==> config.mk <==
export PLATFORM = sky130hd
export DESIGN_NAME = acsq_sequencer
export DESIGN_NICKNAME = d
export VERILOG_FILES = /design/src/hdl/acsq_pkg.sv /design/src/hdl/acsq_sequencer.sv
export SDC_FILE = /design/constraint.sdc
export NUM_CORES = 1
export LEC_CHECK = 0
export CAP_MARGIN = 30
export CORE_MARGIN = 5
export CORE_UTILIZATION = 50
export CTS_CLUSTER_SIZE = 8
export DETAILED_ROUTE_END_ITERATION = 12
export DONT_BUFFER_PORTS = 1
export GPL_TIMING_DRIVEN = 1
export PLACE_DENSITY = 0.69
export SLEW_MARGIN = 20
export SYNTH_ARGS = -nofsm -noshare
export SYNTH_HDL_FRONTEND = slang
export SYNTH_SLANG_ARGS = --single-unit
==> constraint.sdc <==
create_clock -name clk_sys_i -period 3.1 [get_ports clk_sys_i]
set_clock_uncertainty 0.05 [all_clocks]
set_input_delay 0.155 -clock clk_sys_i [delete_from_list [all_inputs] [get_ports clk_sys_i]]
set_output_delay 0.155 -clock clk_sys_i [all_outputs]
set_load 0.01 [all_outputs]
==> src/hdl/acsq_pkg.sv <==
package acsq_pkg;
	// Control sequence
	localparam int unsigned STEP_COUNT       = 30;
	localparam int unsigned STEP_W           = 5;
	localparam int unsigned STEP_WAIT        = 0;
	localparam int unsigned STEP_PACE_EN     = 15;
	// Cycle time of the slow sequencer clock and the system clock
	localparam int unsigned STEP_TIME_NS     = 600;
	localparam int unsigned CLK_PERIOD_NS    = 10;
	localparam int unsigned STEP_DIV         = STEP_TIME_NS / CLK_PERIOD_NS;
	localparam int unsigned DIV_W            = 6;
	localparam int unsigned HALF_DIV         = STEP_DIV / 2;
	// Pacing timer
	localparam int unsigned PACE_W           = 16;
	localparam logic [15:0] PACE_FULL        = 16'hFFFF;
	localparam logic [15:0] PACE_RESET       = 16'hFFF6;
	// Register map on the plain port
	localparam logic [3:0]  ADDR_DATA        = 4'h0;
	localparam logic [3:0]  ADDR_ID          = 4'h1;
	localparam logic [3:0]  ADDR_STATUS      = 4'h2;
	localparam logic [3:0]  ADDR_PACE        = 4'h3;
	localparam logic [3:0]  ADDR_CHAN        = 4'h4;
	localparam int unsigned DATA_BUSY_BIT    = 15;
	localparam int unsigned DATA_WAIT_BIT    = 14;
	localparam int unsigned DATA_OVR_BIT     = 13;
	localparam int unsigned DATA_SIGN_BIT    = 12;
	localparam int unsigned STAT_NBUSY_BIT   = 6;
	// Arbitrary identity value
	localparam logic [15:0] ID_VALUE         = 16'h00A5;

	// Control word produced per step
	typedef struct packed {
		logic wait_ind;
		logic pace_stall_enable;
		logic adc_read_n;
		logic adc_write_n;
		logic adc_cd_n;
		logic sample;
		logic latch;
		logic restart;
	} acsq_ctrl_s;

	typedef enum logic [2:0] {
		ACSQ_IDLE = 3'b001,
		ACSQ_GRAB = 3'b010,
		ACSQ_BUSY = 3'b100
	} acsq_busy_e;

	// Control word ROM: step in, word out
	function automatic acsq_ctrl_s acsq_rom(input logic [4:0] s);
		acsq_ctrl_s w;
		w = '{wait_ind:1'b0, pace_stall_enable:1'b0, adc_read_n:1'b1, adc_write_n:1'b1,
			adc_cd_n:1'b1, sample:1'b0, latch:1'b0, restart:1'b0};
		case (s)
			5'd0:  w.wait_ind = 1'b1;
			5'd1:  w.adc_read_n = 1'b0;
			5'd2:
			begin
				w.adc_read_n = 1'b0;
				w.sample = 1'b1;
			end
			5'd3:
			begin
				w.adc_read_n = 1'b0;
				w.adc_cd_n = 1'b0;
			end
			5'd4:
			begin
				w.adc_read_n = 1'b0;
				w.adc_cd_n = 1'b0;
				w.latch = 1'b1;
			end
			5'd5:  w.adc_cd_n = 1'b0;
			5'd7:  w.adc_write_n = 1'b0;
			5'd15: w.pace_stall_enable = 1'b1;
			5'd16: w.adc_cd_n = 1'b0;
			5'd17:
			begin
				w.adc_cd_n = 1'b0;
				w.adc_write_n = 1'b0;
				w.latch = 1'b1;
				w.sample = 1'b1;
			end
			5'd29: w.restart = 1'b1;
			default: w.restart = 1'b0;
		endcase
		return w;
	endfunction : acsq_rom
endpackage : acsq_pkg

==> src/hdl/acsq_sequencer.sv <==
// Design decisions made here: strobed register access and the register offsets.
`timescale 1ns/1ps
// Functional notes
// Thirty control steps, one per 600 ns step clock; 18 us minimum cycle.
// Step 0 raises wait; wait with busy low holds the counter.
// Address removal drops inverted busy at falling edge; count resumes next rise.
// Step 15 raises pace enable, letting external pace or timer stall.
// External pace source holding its input keeps counter stopped until released.
// With pace enable, timer end stalls counter until timer hits FFFF.
// Leaving wait drops read strobe; next step sample strobe latches MSBs, address.
// Next step control/data low releases LSBs and loads pace timer.
// Following step latch strobe clears busy and captures low byte.
// Read high, control/data high, write low for mode, done by step 7.
// After pace release: control/data low, then write, latch, sample one step later.
// Restart after conversion time returns counter to step 0.
// Card access registers on next rise, gating analog read flag; acknowledge low.
// Busy low and waiting: address capture rises at next falling edge.
// Host removes address; flag fall with capture high sets busy, releasing counter.
// Busy set clears capture next falling edge; busy holds until latch strobe.
// Busy reads live at data bit 15, inverted at status bit 6.
// Wait reads at data bit 14; busy and wait are live, not latched.
// 16-bit pacing timer loads while control/data low, counts after it rises.
// Timer end is high while counting and falls at FFFF, not rollover.
// Software programs pace value FFF6 minus rounded (period-18us)/600ns.
// Pace values FFF7..FFFF wrap before step 15; stall until second end fall.
// Hard reset or identity write returns to step 0; soft reset clears busy.
// External pacing needs pace disable low; otherwise disable held high.
// With no stop condition the counter advances exactly one step per rise.
module acsq_sequencer #(
	parameter int unsigned STEP_DIV = acsq_pkg::STEP_DIV
) (
	input  wire logic        clk_sys_i,               // 100 MHz system clock
	input  wire logic        rst_i,                   // Async hard reset, active high
	input  wire logic [3:0]  reg_addr_i,              // Register address
	input  wire logic [15:0] reg_wdata_i,             // Register write data
	input  wire logic        reg_wr_i,                // Write strobe
	input  wire logic        reg_rd_i,                // Read strobe
	output logic      [15:0] reg_rdata_o,             // Read data, one cycle after strobe
	input  wire logic        card_access_active_i,    // Card addressed on backplane
	input  wire logic        analog_read_i,           // Address bit 6 of the access
	input  wire logic [5:0]  backplane_addr_i,        // Channel/gain address bits
	input  wire logic        external_pace_input_i,   // External pace hold, high stalls
	input  wire logic        internal_pace_disable_i, // Low disables the pacing timer stall
	input  wire logic [3:0]  adc_msb_i,               // First ADC read nibble
	input  wire logic [7:0]  adc_lsb_i,               // Second ADC read byte
	input  wire logic        polarity_n_i,            // Polarity from absolute value stage
	input  wire logic        overrange_n_i,           // Common mode overrange
	output logic             transfer_ack_n_o,        // Data acknowledge, active low
	output logic             adc_read_strobe_n_o,     // ADC read, active low
	output logic             adc_write_strobe_n_o,    // ADC write, active low
	output logic             adc_ctrl_data_strobe_o,  // ADC control(1)/data(0)
	output logic             adc_mode_lines_low_o,    // Drives ADC mode lines low
	output logic             sample_strobe_o,         // Sample/hold in sample state
	output logic             low_byte_latch_strobe_o, // Low byte latch
	output logic             system_clock_o,          // 600 ns clock to ADC
	output logic [5:0]       chan_gain_o,             // Channel/gain buffer
	output logic             busy_o,                  // Busy flag
	output logic             wait_o                   // Wait indicator
);
	typedef struct packed {
		logic [5:0]         div;
		logic [4:0]         step;
		acsq_pkg::acsq_ctrl_s bu;
		acsq_pkg::acsq_busy_e bst;
		logic               acc_sync;
		logic               acc_q;
		logic               ack;
		logic               ar_flag;
		logic               busy;
		logic               grab;
		logic [5:0]         addr_buf;
		logic [5:0]         chan_gain;
		logic [15:0]        pace_reg;
		logic [15:0]        timer;
		logic               timer_end;
		logic [3:0]         msb_buf;
		logic               ovr_buf;
		logic               sign_buf;
		logic [7:0]         lsb_buf;
		logic [15:0]        rdata;
		logic               sclk;
	} acsq_state_s;

	localparam logic [5:0] DIV_LAST = 6'(STEP_DIV - 1);
	localparam logic [5:0] DIV_HALF = 6'(STEP_DIV / 2 - 1);

	acsq_state_s         st_reg;
	acsq_state_s         st_next;
	acsq_pkg::acsq_ctrl_s rom_w;
	logic                rise;
	logic                fall;
	logic                stop;
	logic                soft_rst;

	always_comb
	begin
		st_next  = st_reg;
		rom_w    = acsq_pkg::acsq_rom(st_reg.step);
		rise     = (st_reg.div == DIV_LAST);
		fall     = (st_reg.div == DIV_HALF);
		soft_rst = reg_wr_i && (reg_addr_i == acsq_pkg::ADDR_ID);
		// Wait stall and pace stall, as the gate array combined them
		stop = (rom_w.wait_ind && !st_reg.busy)
			|| (rom_w.pace_stall_enable && (external_pace_input_i
			|| (internal_pace_disable_i && st_reg.timer_end)));

		// One system step per STEP_DIV fast cycles
		st_next.div = rise ? 6'd0 : 6'(st_reg.div + 6'd1);
		if (rise)
			st_next.sclk = 1'b1;
		else if (fall)
			st_next.sclk = 1'b0;

		if (rise)
		begin
			// Counter steps; restart word wraps back to step 0
			if (rom_w.restart || st_reg.step == 5'(acsq_pkg::STEP_COUNT - 1))
				st_next.step = 5'(acsq_pkg::STEP_WAIT);
			else if (!stop)
				st_next.step = 5'(st_reg.step + 5'd1);

			// Card access flag registered on rise; ack follows one step later
			st_next.acc_sync = card_access_active_i;
			st_next.acc_q    = st_reg.acc_sync;
			st_next.ack      = st_reg.acc_sync && card_access_active_i;
			if (!card_access_active_i)
			begin
				st_next.acc_sync = 1'b0;
				st_next.ack      = 1'b0;
			end
			st_next.ar_flag = card_access_active_i && analog_read_i;

			// Pacing timer loads from the unbuffered strobe, so counting starts at step 6
			if (!rom_w.adc_cd_n)
				st_next.timer = st_reg.pace_reg;
			else
				st_next.timer = 16'(st_reg.timer + 16'd1);
			// End low only at full count, high again at wrap
			st_next.timer_end = (st_next.timer != acsq_pkg::PACE_FULL);
		end

		if (fall)
		begin
			// Buffered control word half a step after the counter
			st_next.bu = rom_w;
			// Busy machine on falling edges
			case (st_reg.bst)
				acsq_pkg::ACSQ_IDLE:
					if (st_reg.ar_flag && !st_reg.busy && rom_w.wait_ind)
					begin
						st_next.grab     = 1'b1;
						st_next.addr_buf = backplane_addr_i;
						st_next.bst      = acsq_pkg::ACSQ_GRAB;
					end
				acsq_pkg::ACSQ_GRAB:
					if (!st_reg.ar_flag)
					begin
						st_next.busy = 1'b1;
						st_next.bst  = acsq_pkg::ACSQ_BUSY;
					end
				acsq_pkg::ACSQ_BUSY:
				begin
					st_next.grab = 1'b0;
					if (rom_w.latch && st_reg.busy)
					begin
						st_next.busy = 1'b0;
						st_next.bst  = acsq_pkg::ACSQ_IDLE;
					end
				end
				default: st_next.bst = acsq_pkg::ACSQ_IDLE;
			endcase
		end

		// Data capture on buffered strobes at the step rise
		if (rise && st_reg.bu.sample)
		begin
			st_next.msb_buf   = adc_msb_i;
			st_next.ovr_buf   = !overrange_n_i;
			st_next.sign_buf  = polarity_n_i;
			st_next.chan_gain = st_reg.addr_buf;
		end
		if (rise && st_reg.bu.latch && !st_reg.bu.adc_read_n)
			st_next.lsb_buf = adc_lsb_i;

		// Register port
		if (reg_wr_i && reg_addr_i == acsq_pkg::ADDR_PACE)
			st_next.pace_reg = reg_wdata_i;
		if (reg_rd_i)
			case (reg_addr_i)
				acsq_pkg::ADDR_DATA:
					st_next.rdata = {st_reg.busy, st_reg.bu.wait_ind,
						st_reg.ovr_buf, st_reg.sign_buf, st_reg.msb_buf, st_reg.lsb_buf};
				acsq_pkg::ADDR_ID:     st_next.rdata = acsq_pkg::ID_VALUE;
				acsq_pkg::ADDR_STATUS: st_next.rdata = {9'h000, !st_reg.busy, 6'h00};
				acsq_pkg::ADDR_PACE:   st_next.rdata = st_reg.pace_reg;
				acsq_pkg::ADDR_CHAN:   st_next.rdata = {10'h000, st_reg.chan_gain};
				default:               st_next.rdata = 16'h0000;
			endcase
		else
			st_next.rdata = 16'h0000;

		if (soft_rst)
		begin
			st_next.step = 5'(acsq_pkg::STEP_WAIT);
			st_next.busy = 1'b0;
			st_next.grab = 1'b0;
			st_next.bst  = acsq_pkg::ACSQ_IDLE;
		end
	end

	always_ff @(posedge clk_sys_i or posedge rst_i)
	begin
		if (rst_i)
		begin
			st_reg           <= '0;
			st_reg.bu        <= acsq_pkg::acsq_rom(5'd0);
			st_reg.bst       <= acsq_pkg::ACSQ_IDLE;
			st_reg.pace_reg  <= acsq_pkg::PACE_RESET;
			st_reg.timer     <= acsq_pkg::PACE_RESET;
			st_reg.timer_end <= 1'b1;
		end
		else
			st_reg <= st_next;
	end

	assign reg_rdata_o             = st_reg.rdata;
	assign transfer_ack_n_o        = !st_reg.ack;
	assign adc_read_strobe_n_o     = st_reg.bu.adc_read_n;
	assign adc_write_strobe_n_o    = st_reg.bu.adc_write_n;
	assign adc_ctrl_data_strobe_o  = st_reg.bu.adc_cd_n;
	assign adc_mode_lines_low_o    = st_reg.bu.adc_read_n;
	assign sample_strobe_o         = st_reg.bu.sample;
	assign low_byte_latch_strobe_o = st_reg.bu.latch;
	assign system_clock_o          = st_reg.sclk;
	assign chan_gain_o             = st_reg.chan_gain;
	assign busy_o                  = st_reg.busy;
	assign wait_o                  = st_reg.bu.wait_ind;
endmodule : acsq_sequencer

==> run metrics, run 1 <==
register area share after synthesis 48.7%; worst-margin pin slew 0.747 ns; initial antenna violation count 1; Post-synth EDFFs 0; largest net degree at the start of global routing 56; CTS Sinks 100; mapped cell area 5230 sq um; Syn Inst Count 498; GRT Overall Usage 20.3%; vias in the first global route 3881; worst vdd ir 0.385 mV; CP Class reg2reg; Rel. slew slack 50.1%; Vias 3890; Fin Setup TNS 0 ns; reported leakage power 2.39 nW; Fin. Hold Viols 0; post-DR vias/cell 5.89; Final Setup Violations 0; Hold Slack 0.0293 ns; final worst setup slack 0.663 ns; CTS Buf Count 9; Crit path required time 3.35 ns; nets 575; total chip power 2.51 mW; FF+latch count, synth 100; RSZ-0062 raised after global routing false; status complete, no violations; Worst Hold Class in2reg; crit path launch type flip-flop; grt ovf 0; gpl congestion 0.930; post-route cell area 5840 sq um; Slew Viols, Final 0; YS warnings 0; Syn Area/Cell 10.5 sq um; Die ar. 12600 sq um; DRC viols 0; Max Root-Sink Buffers 2; first-pass GRT wire length 20.5 mm; hpwl dp 8.83 mm; CTS root buffer clkbuf_8; Tmin final 2.44 ns; critical path capture point type flip-flop; I/O Buffers 0; Post-Place Cell Area 5170 sq um; share of cells above drive strength 1 25.0%; FMAX 0.410 GHz; initial drt markers 276; Cell variety after synth 60; Clock Latency Late Sink 0.37 ns; CTS H-tree lvls 3; ys async rst share 100%; Worst-path clk slew 0.09 ns; commonest cells after routing, fill and taps aside 66 x dfrtp_1, 54 x nand2_1, 48 x dlygate4sd3_1, 47 x mux2_2, 35 x o21ai_0; core footprint 10300 sq um; Pre-Repair DR Iteration Count 5; power per cell area 430 nW/um^2; Rows 37; DRT antenna net count 0; most common cell after layout, fill and taps aside dfrtp_1; Die W 112 um; max FFs per register 70; P&R area growth vs syn 11.6%; CP arrival 2.68 ns; post-place setup slack 0.699 ns; die height 112 um; Max-Cap Viols 0; Final period util 78.6%; DR WL/cell 19.1 um; routed wire length 12.6 mm; syn nets 554; TritonCTS clock tree done; # IOs 80; Post-synth top flop dfrtp_1; initial core utilization 50.9%; critical path peak fanout 15
cell type report:
type / instances / area (sq um)
Fill cell: 858 / 4440
Multi-Input combinational cell: 336 / 2330
Clock inverter: 5 / 36.3
Clock buffer: 11 / 141
Timing Repair Buffer: 58 / 553
Antenna cell: 1 / 2.50
Tap cell: 136 / 170
Sequential cell: 100 / 2540
Inverter: 14 / 55.1
Yosys cell counts (6+ instances only):
library cell  instances  area [sq um]
nor2_1               32           120
a22oi_1              13          97.6
ha_1                  8           100
xnor2_1               6          52.6
nand2_1              54           203
o21ai_0              35           175
nand4_1               6          37.5
clkbuf_1              8          30.0
dfrtp_1              66          1650
mux2_2               47           529
inv_1                14          52.6
buf_4                29           218
mux2_4                6          90.1
nand3b_1              7          52.6
nand3_1              15          75.1
dfstp_2              34           893
nor3_1                7          35.0
buf_2                 7          35.0
a21oi_1              29           145
cells by family (layout without fill, tap and decap cells):
logic type / count (synthesis) / after routing / synth area share, %
other: 0 / 1 / 0
buffers and inverters: 62 / 88 / 6.84
and+or+nand+nor: 153 / 153 / 15.7
DFF: 100 / 100 / 48.7
adders and majority gates: 8 / 8 / 1.91
muxes: 57 / 57 / 12.6
AOI/OAI and AO/OA: 108 / 108 / 12.6
xor gates and xnor gates: 10 / 10 / 1.67
layer usage:
metal	part of all wire [%]	global-route usage (%)	vias to the layer above
met5	0	0	-
met4	2.2	7.37	0
met3	6.7	5.12	24
met2	50	33.8	124
met1	41	25.8	1953
li1	-	-	1789
power by group:
part / switching (mW) / internal, mW
sequential: 0.0990 / 1.42
clock: 0.444 / 0.315
combinational: 0.101 / 0.128
total: 0.644 / 1.86
stage by stage:
step                      utilization [%]  std cells
after floorplan                         -        498
after global placement               50.3        595
after detailed placement             50.3        595
after CTS                            56.5        657
after global routing                 56.8        661
final                                56.8        661
final timing paths:
check / startpoint / endpoint / slack, ns / cells after the start
max in group asynchronous: rst_i / st_reg[43] / 1.85 / 3
min in group asynchronous: rst_i / st_reg[51] / 0.31 / 2
worst min register to register: st_reg[47] / st_reg[47] / 0.43 / 2
worst max register to register: st_reg[93] / st_reg[34] / 0.66 / 7
worst min-delay path: reg_addr_i[0] / reg_rdata_o[6] / 0.03 / 3
worst max-delay path: st_reg[93] / st_reg[34] / 0.66 / 7
what timing repair did:
| item | 4_1_cts | 5_1_grt |
|---|---|---|
| hold buffers | 46 | 2 |
| endpoints found under the hold margin | 87 | 1 |
| gates resized for setup | 0 | 0 |
| setup buffers | 0 | 0 |
critical path: stages, from the launching register on:
cell and delay, ns:
dfrtp_1 0.44, ha_1 0.29, o31ai_1 0.42, or2_1 0.50
buf_4 0.26, nor2_1 0.05, a31o_2 0.20, a21oi_1 0.14
(Power assumes the default switching activity.)
==> run 2, diff against run 1 <==
- ABC_AREA: not set -> 1
- clock period: 3.1 -> 2.3 ns (I/O delays scaled with it)
==> run metrics, run 2 <==
Syn Area/Cell 8.72 sq um (-17%); Area contributors post-synth dfrtp_1 32%, dfstp_2 17%, nand2_1 12%; Syn Inst Count 589 (+18%); max FFs per register 70 (unchanged); FF+latch count, synth 100 (unchanged); FMAX 0.481 GHz (+17%); grt ovf 0 (unchanged); Clock Latency Late Sink 0.36 ns (about the same); Max-Cap Viols 0 (unchanged); worst vdd ir 0.461 mV (+20%); CTS root buffer clkbuf_8; YS warnings 0 (unchanged); power per cell area 710 nW/um^2 (+65%); CTS H-tree lvls 3 (unchanged); Vias 3957 (+1.7%); Util after Layout 56.9% (+0.099 points); hpwl dp 8.48 mm (-3.9%); most common cell after layout, fill and taps aside nand2_1; routed wire length 11.6 mm (-8.3%); initial core utilization 50.4% (-0.46 points); dominant cell type by area after synthesis dfrtp_1; DR WL/cell 15.3 um (-20%); CTS Sinks 100 (unchanged); vias in the first global route 3999 (+3.0%); CP peak stage delay 0.42 ns (-0.08 ns); gpl congestion 0.874 (-6.0%); worst r2r src st_reg[93]; Hold EP reg_rdata_o[7]; Top cell by count, worst path nand2_1; critical path peak fanout 15 (unchanged); CP Class reg2reg; nets 673 (+17%); DRC viols 0 (unchanged); Worst Hold Class in2reg; min-delay src reg_addr_i[2]; Final Setup Violations 0 (unchanged); critical path capture point type flip-flop; Slew Viols, Final 0 (unchanged); Pre-Repair DR Iteration Count 5 (unchanged); initial drt markers 340 (+23%); crit path launch type flip-flop; GRT Overall Usage 19.3% (-1.1 points); CP Cell Sequence inv_1 > ha_1 > nand2_1 > inv_1 > nand2_1 > nand3_1 > nor2_4 > buf_12 > nand2_1 > nand2_1 > nand2_1 > nor2_1 > nand3_1 > nor2_1 > nor2_1; I/O Buffers 0 (unchanged); Worst R2R End st_reg[31]; Tmin final 2.08 ns (-0.360 ns); status complete, no violations; most numerous cell in the Yosys netlist nand2_1; Die W 111 um (-0.82%); Die ar. 12400 sq um (-1.6%); TritonCTS clock tree done; die height 111 um (-0.82%); P&R area growth vs syn 12.8%; Crit path required time 2.54 ns (-0.81 ns); Max Root-Sink Buffers 2 (unchanged); Cell variety after synth 38 (-37%); DRT antenna net count 0 (unchanged); first-pass GRT wire length 19.7 mm (-3.6%); ys async rst share 100% (unchanged); # IOs 80 (unchanged); CP arrival 2.32 ns (-0.36 ns); largest net degree at the start of global routing 101 (+80%); slowest CP cell dfrtp_1; Worst-path clk slew 0.10 ns (about the same); share of cells above drive strength 1 18.5% (-6.5 points); total chip power 4.12 mW (+64%); worst-margin pin slew 0.519 ns (-0.228 ns); top cells by count, synth 160 x nand2_1, 66 x dfrtp_1, 58 x inv_1; Hold Path Stages 4 (+1); CTS Buf Count 9 (unchanged); Final period util 90.3% (+12 points); initial antenna violation count 1 (unchanged); Rows 37 (unchanged); post-DR vias/cell 5.21 (-11%); R2R cell count 15 (+8); syn nets 645 (+16%); mapped cell area 5140 sq um (-1.8%); reported leakage power 2.66 nW (+11%); fillers 897 (+4.5%); CTS resizes 0 (unchanged); Post-synth top flop dfrtp_1; r2r setup slk 0.22 ns (-0.44 ns); Post-synth EDFFs 0 (unchanged); Yosys top cell area share 32.2% (+0.58 points); register area share after synthesis 49.5% (+0.89 points); commonest cells after routing, fill and taps aside 160 x nand2_1, 66 x dfrtp_1, 57 x inv_1, 47 x nor2_1, 41 x dlygate4sd3_1; Rel. slew slack 65.4% (+15 points); Fin. Hold Viols 0 (unchanged); core footprint 10200 sq um (-0.90%)
==> run 2: cell count changes in the layout (fill, tap and decap cells not counted), moves of 6 or more <==
cell / delta
nand2_1: +106
mux2_1: +6
dlygate4sd3_1: -7
mux2_4: -6
inv_1: +44
nor2_1: +15
a22oi_1: -13
nand3_1: +20
nand3b_1: -7
mux2_2: -13
a21oi_1: -10
==> run 2: repair_timing <==
item	in CTS	in global routing
hold buffers	41	0
hold endpoints to repair	121	0
endpoints found under the setup margin	0	1
setup buffers	0	1
==> run 2: worst max-delay path by stage <==
| stage | start | endpoint | slack, ns | depth (start not counted) |
|---|---|---|---|---|
| after CTS | st_reg[93] | st_reg[31] | 0.12 | 14 |
| after floorplan | st_reg[93] | st_reg[31] | 0.51 | 15 |
| after detailed placement | st_reg[93] | st_reg[31] | 0.15 | 14 |
| after global routing | st_reg[93] | st_reg[31] | -0.005 | 15 |
| after global placement | st_reg[93] | st_reg[31] | 0.23 | 14 |
| final | st_reg[93] | st_reg[31] | 0.22 | 15 |
==> run 2: cells by family (layout without fill, tap and decap cells) <==
| family | Yosys count | count (layout) | synth area share [%] |
|---|---|---|---|
| AND/OR/NAND/NOR | 269 | 269 | 22.5 |
| flip-flops | 100 | 100 | 49.5 |
| buffers and inverters | 98 | 131 | 9.26 |
| AO/OA/AOI/OAI | 72 | 72 | 7.67 |
| multiplexers | 40 | 40 | 8.77 |
| adder cells (fa/ha/maj) | 8 | 8 | 1.95 |
| XOR/XNOR | 2 | 2 | 0.341 |
| other | 0 | 1 | 0 |
==> run 2: worst max-delay path, delay by kind of cell (launching register included) <==
kind                     cells  cell delay, ns
flip-flops                   1            0.42
buffers and inverters        3            0.30
AND/OR/NAND/NOR             11            1.01
adder cells (fa/ha/maj)      1            0.24
==> run 2: layout make-up <==
| cell class | instances | area [sq um] | share of cell area, % |
|---|---|---|---|
| sequential | 100 | 2540 | 43.9 |
| clock buffer | 9 | 124 | 2.14 |
| clock inverter | 7 | 75.1 | 1.30 |
| timing repair buffer | 52 | 518 | 8.94 |
| inverter | 63 | 243 | 4.19 |
| tap | 136 | 170 | 2.94 |
| antenna | 1 | 2.50 | 0.0432 |
| multi-input combinational | 391 | 2120 | 36.5 |
==> run 2: report_power, final <==
part           leakage [nW]  switching [mW]  internal, mW
combinational          1.38           0.491         0.327
clock                0.0975           0.623         0.511
sequential             1.18           0.186          1.98
==> run 2: routing by layer <==
layer	GRT usage, %	vias up	share of wire (%)
met4	4.62	0	1.3
met1	25.5	1900	45
met3	4.29	14	4.9
met5	0	-	0
met2	32.6	103	49
li1	-	1940	-
==> run 2: metrics by stage <==
stage / TNS, ns / hold slack [ns] / instance area [sq um] / instances / setup slack (ns)
after global placement: 0 / 0.125 / 5160 / 700 / 0.228
after detailed placement: 0 / 0.129 / 5160 / 700 / 0.154
after floorplan: 0 / 0.169 / 5140 / 589 / 0.509
after CTS: 0 / 0.0321 / 5770 / 757 / 0.116
final: 0 / 0.0493 / 5790 / 759 / 0.223
after global routing: -0.00467 / 0.0440 / 5790 / 759 / -0.00467
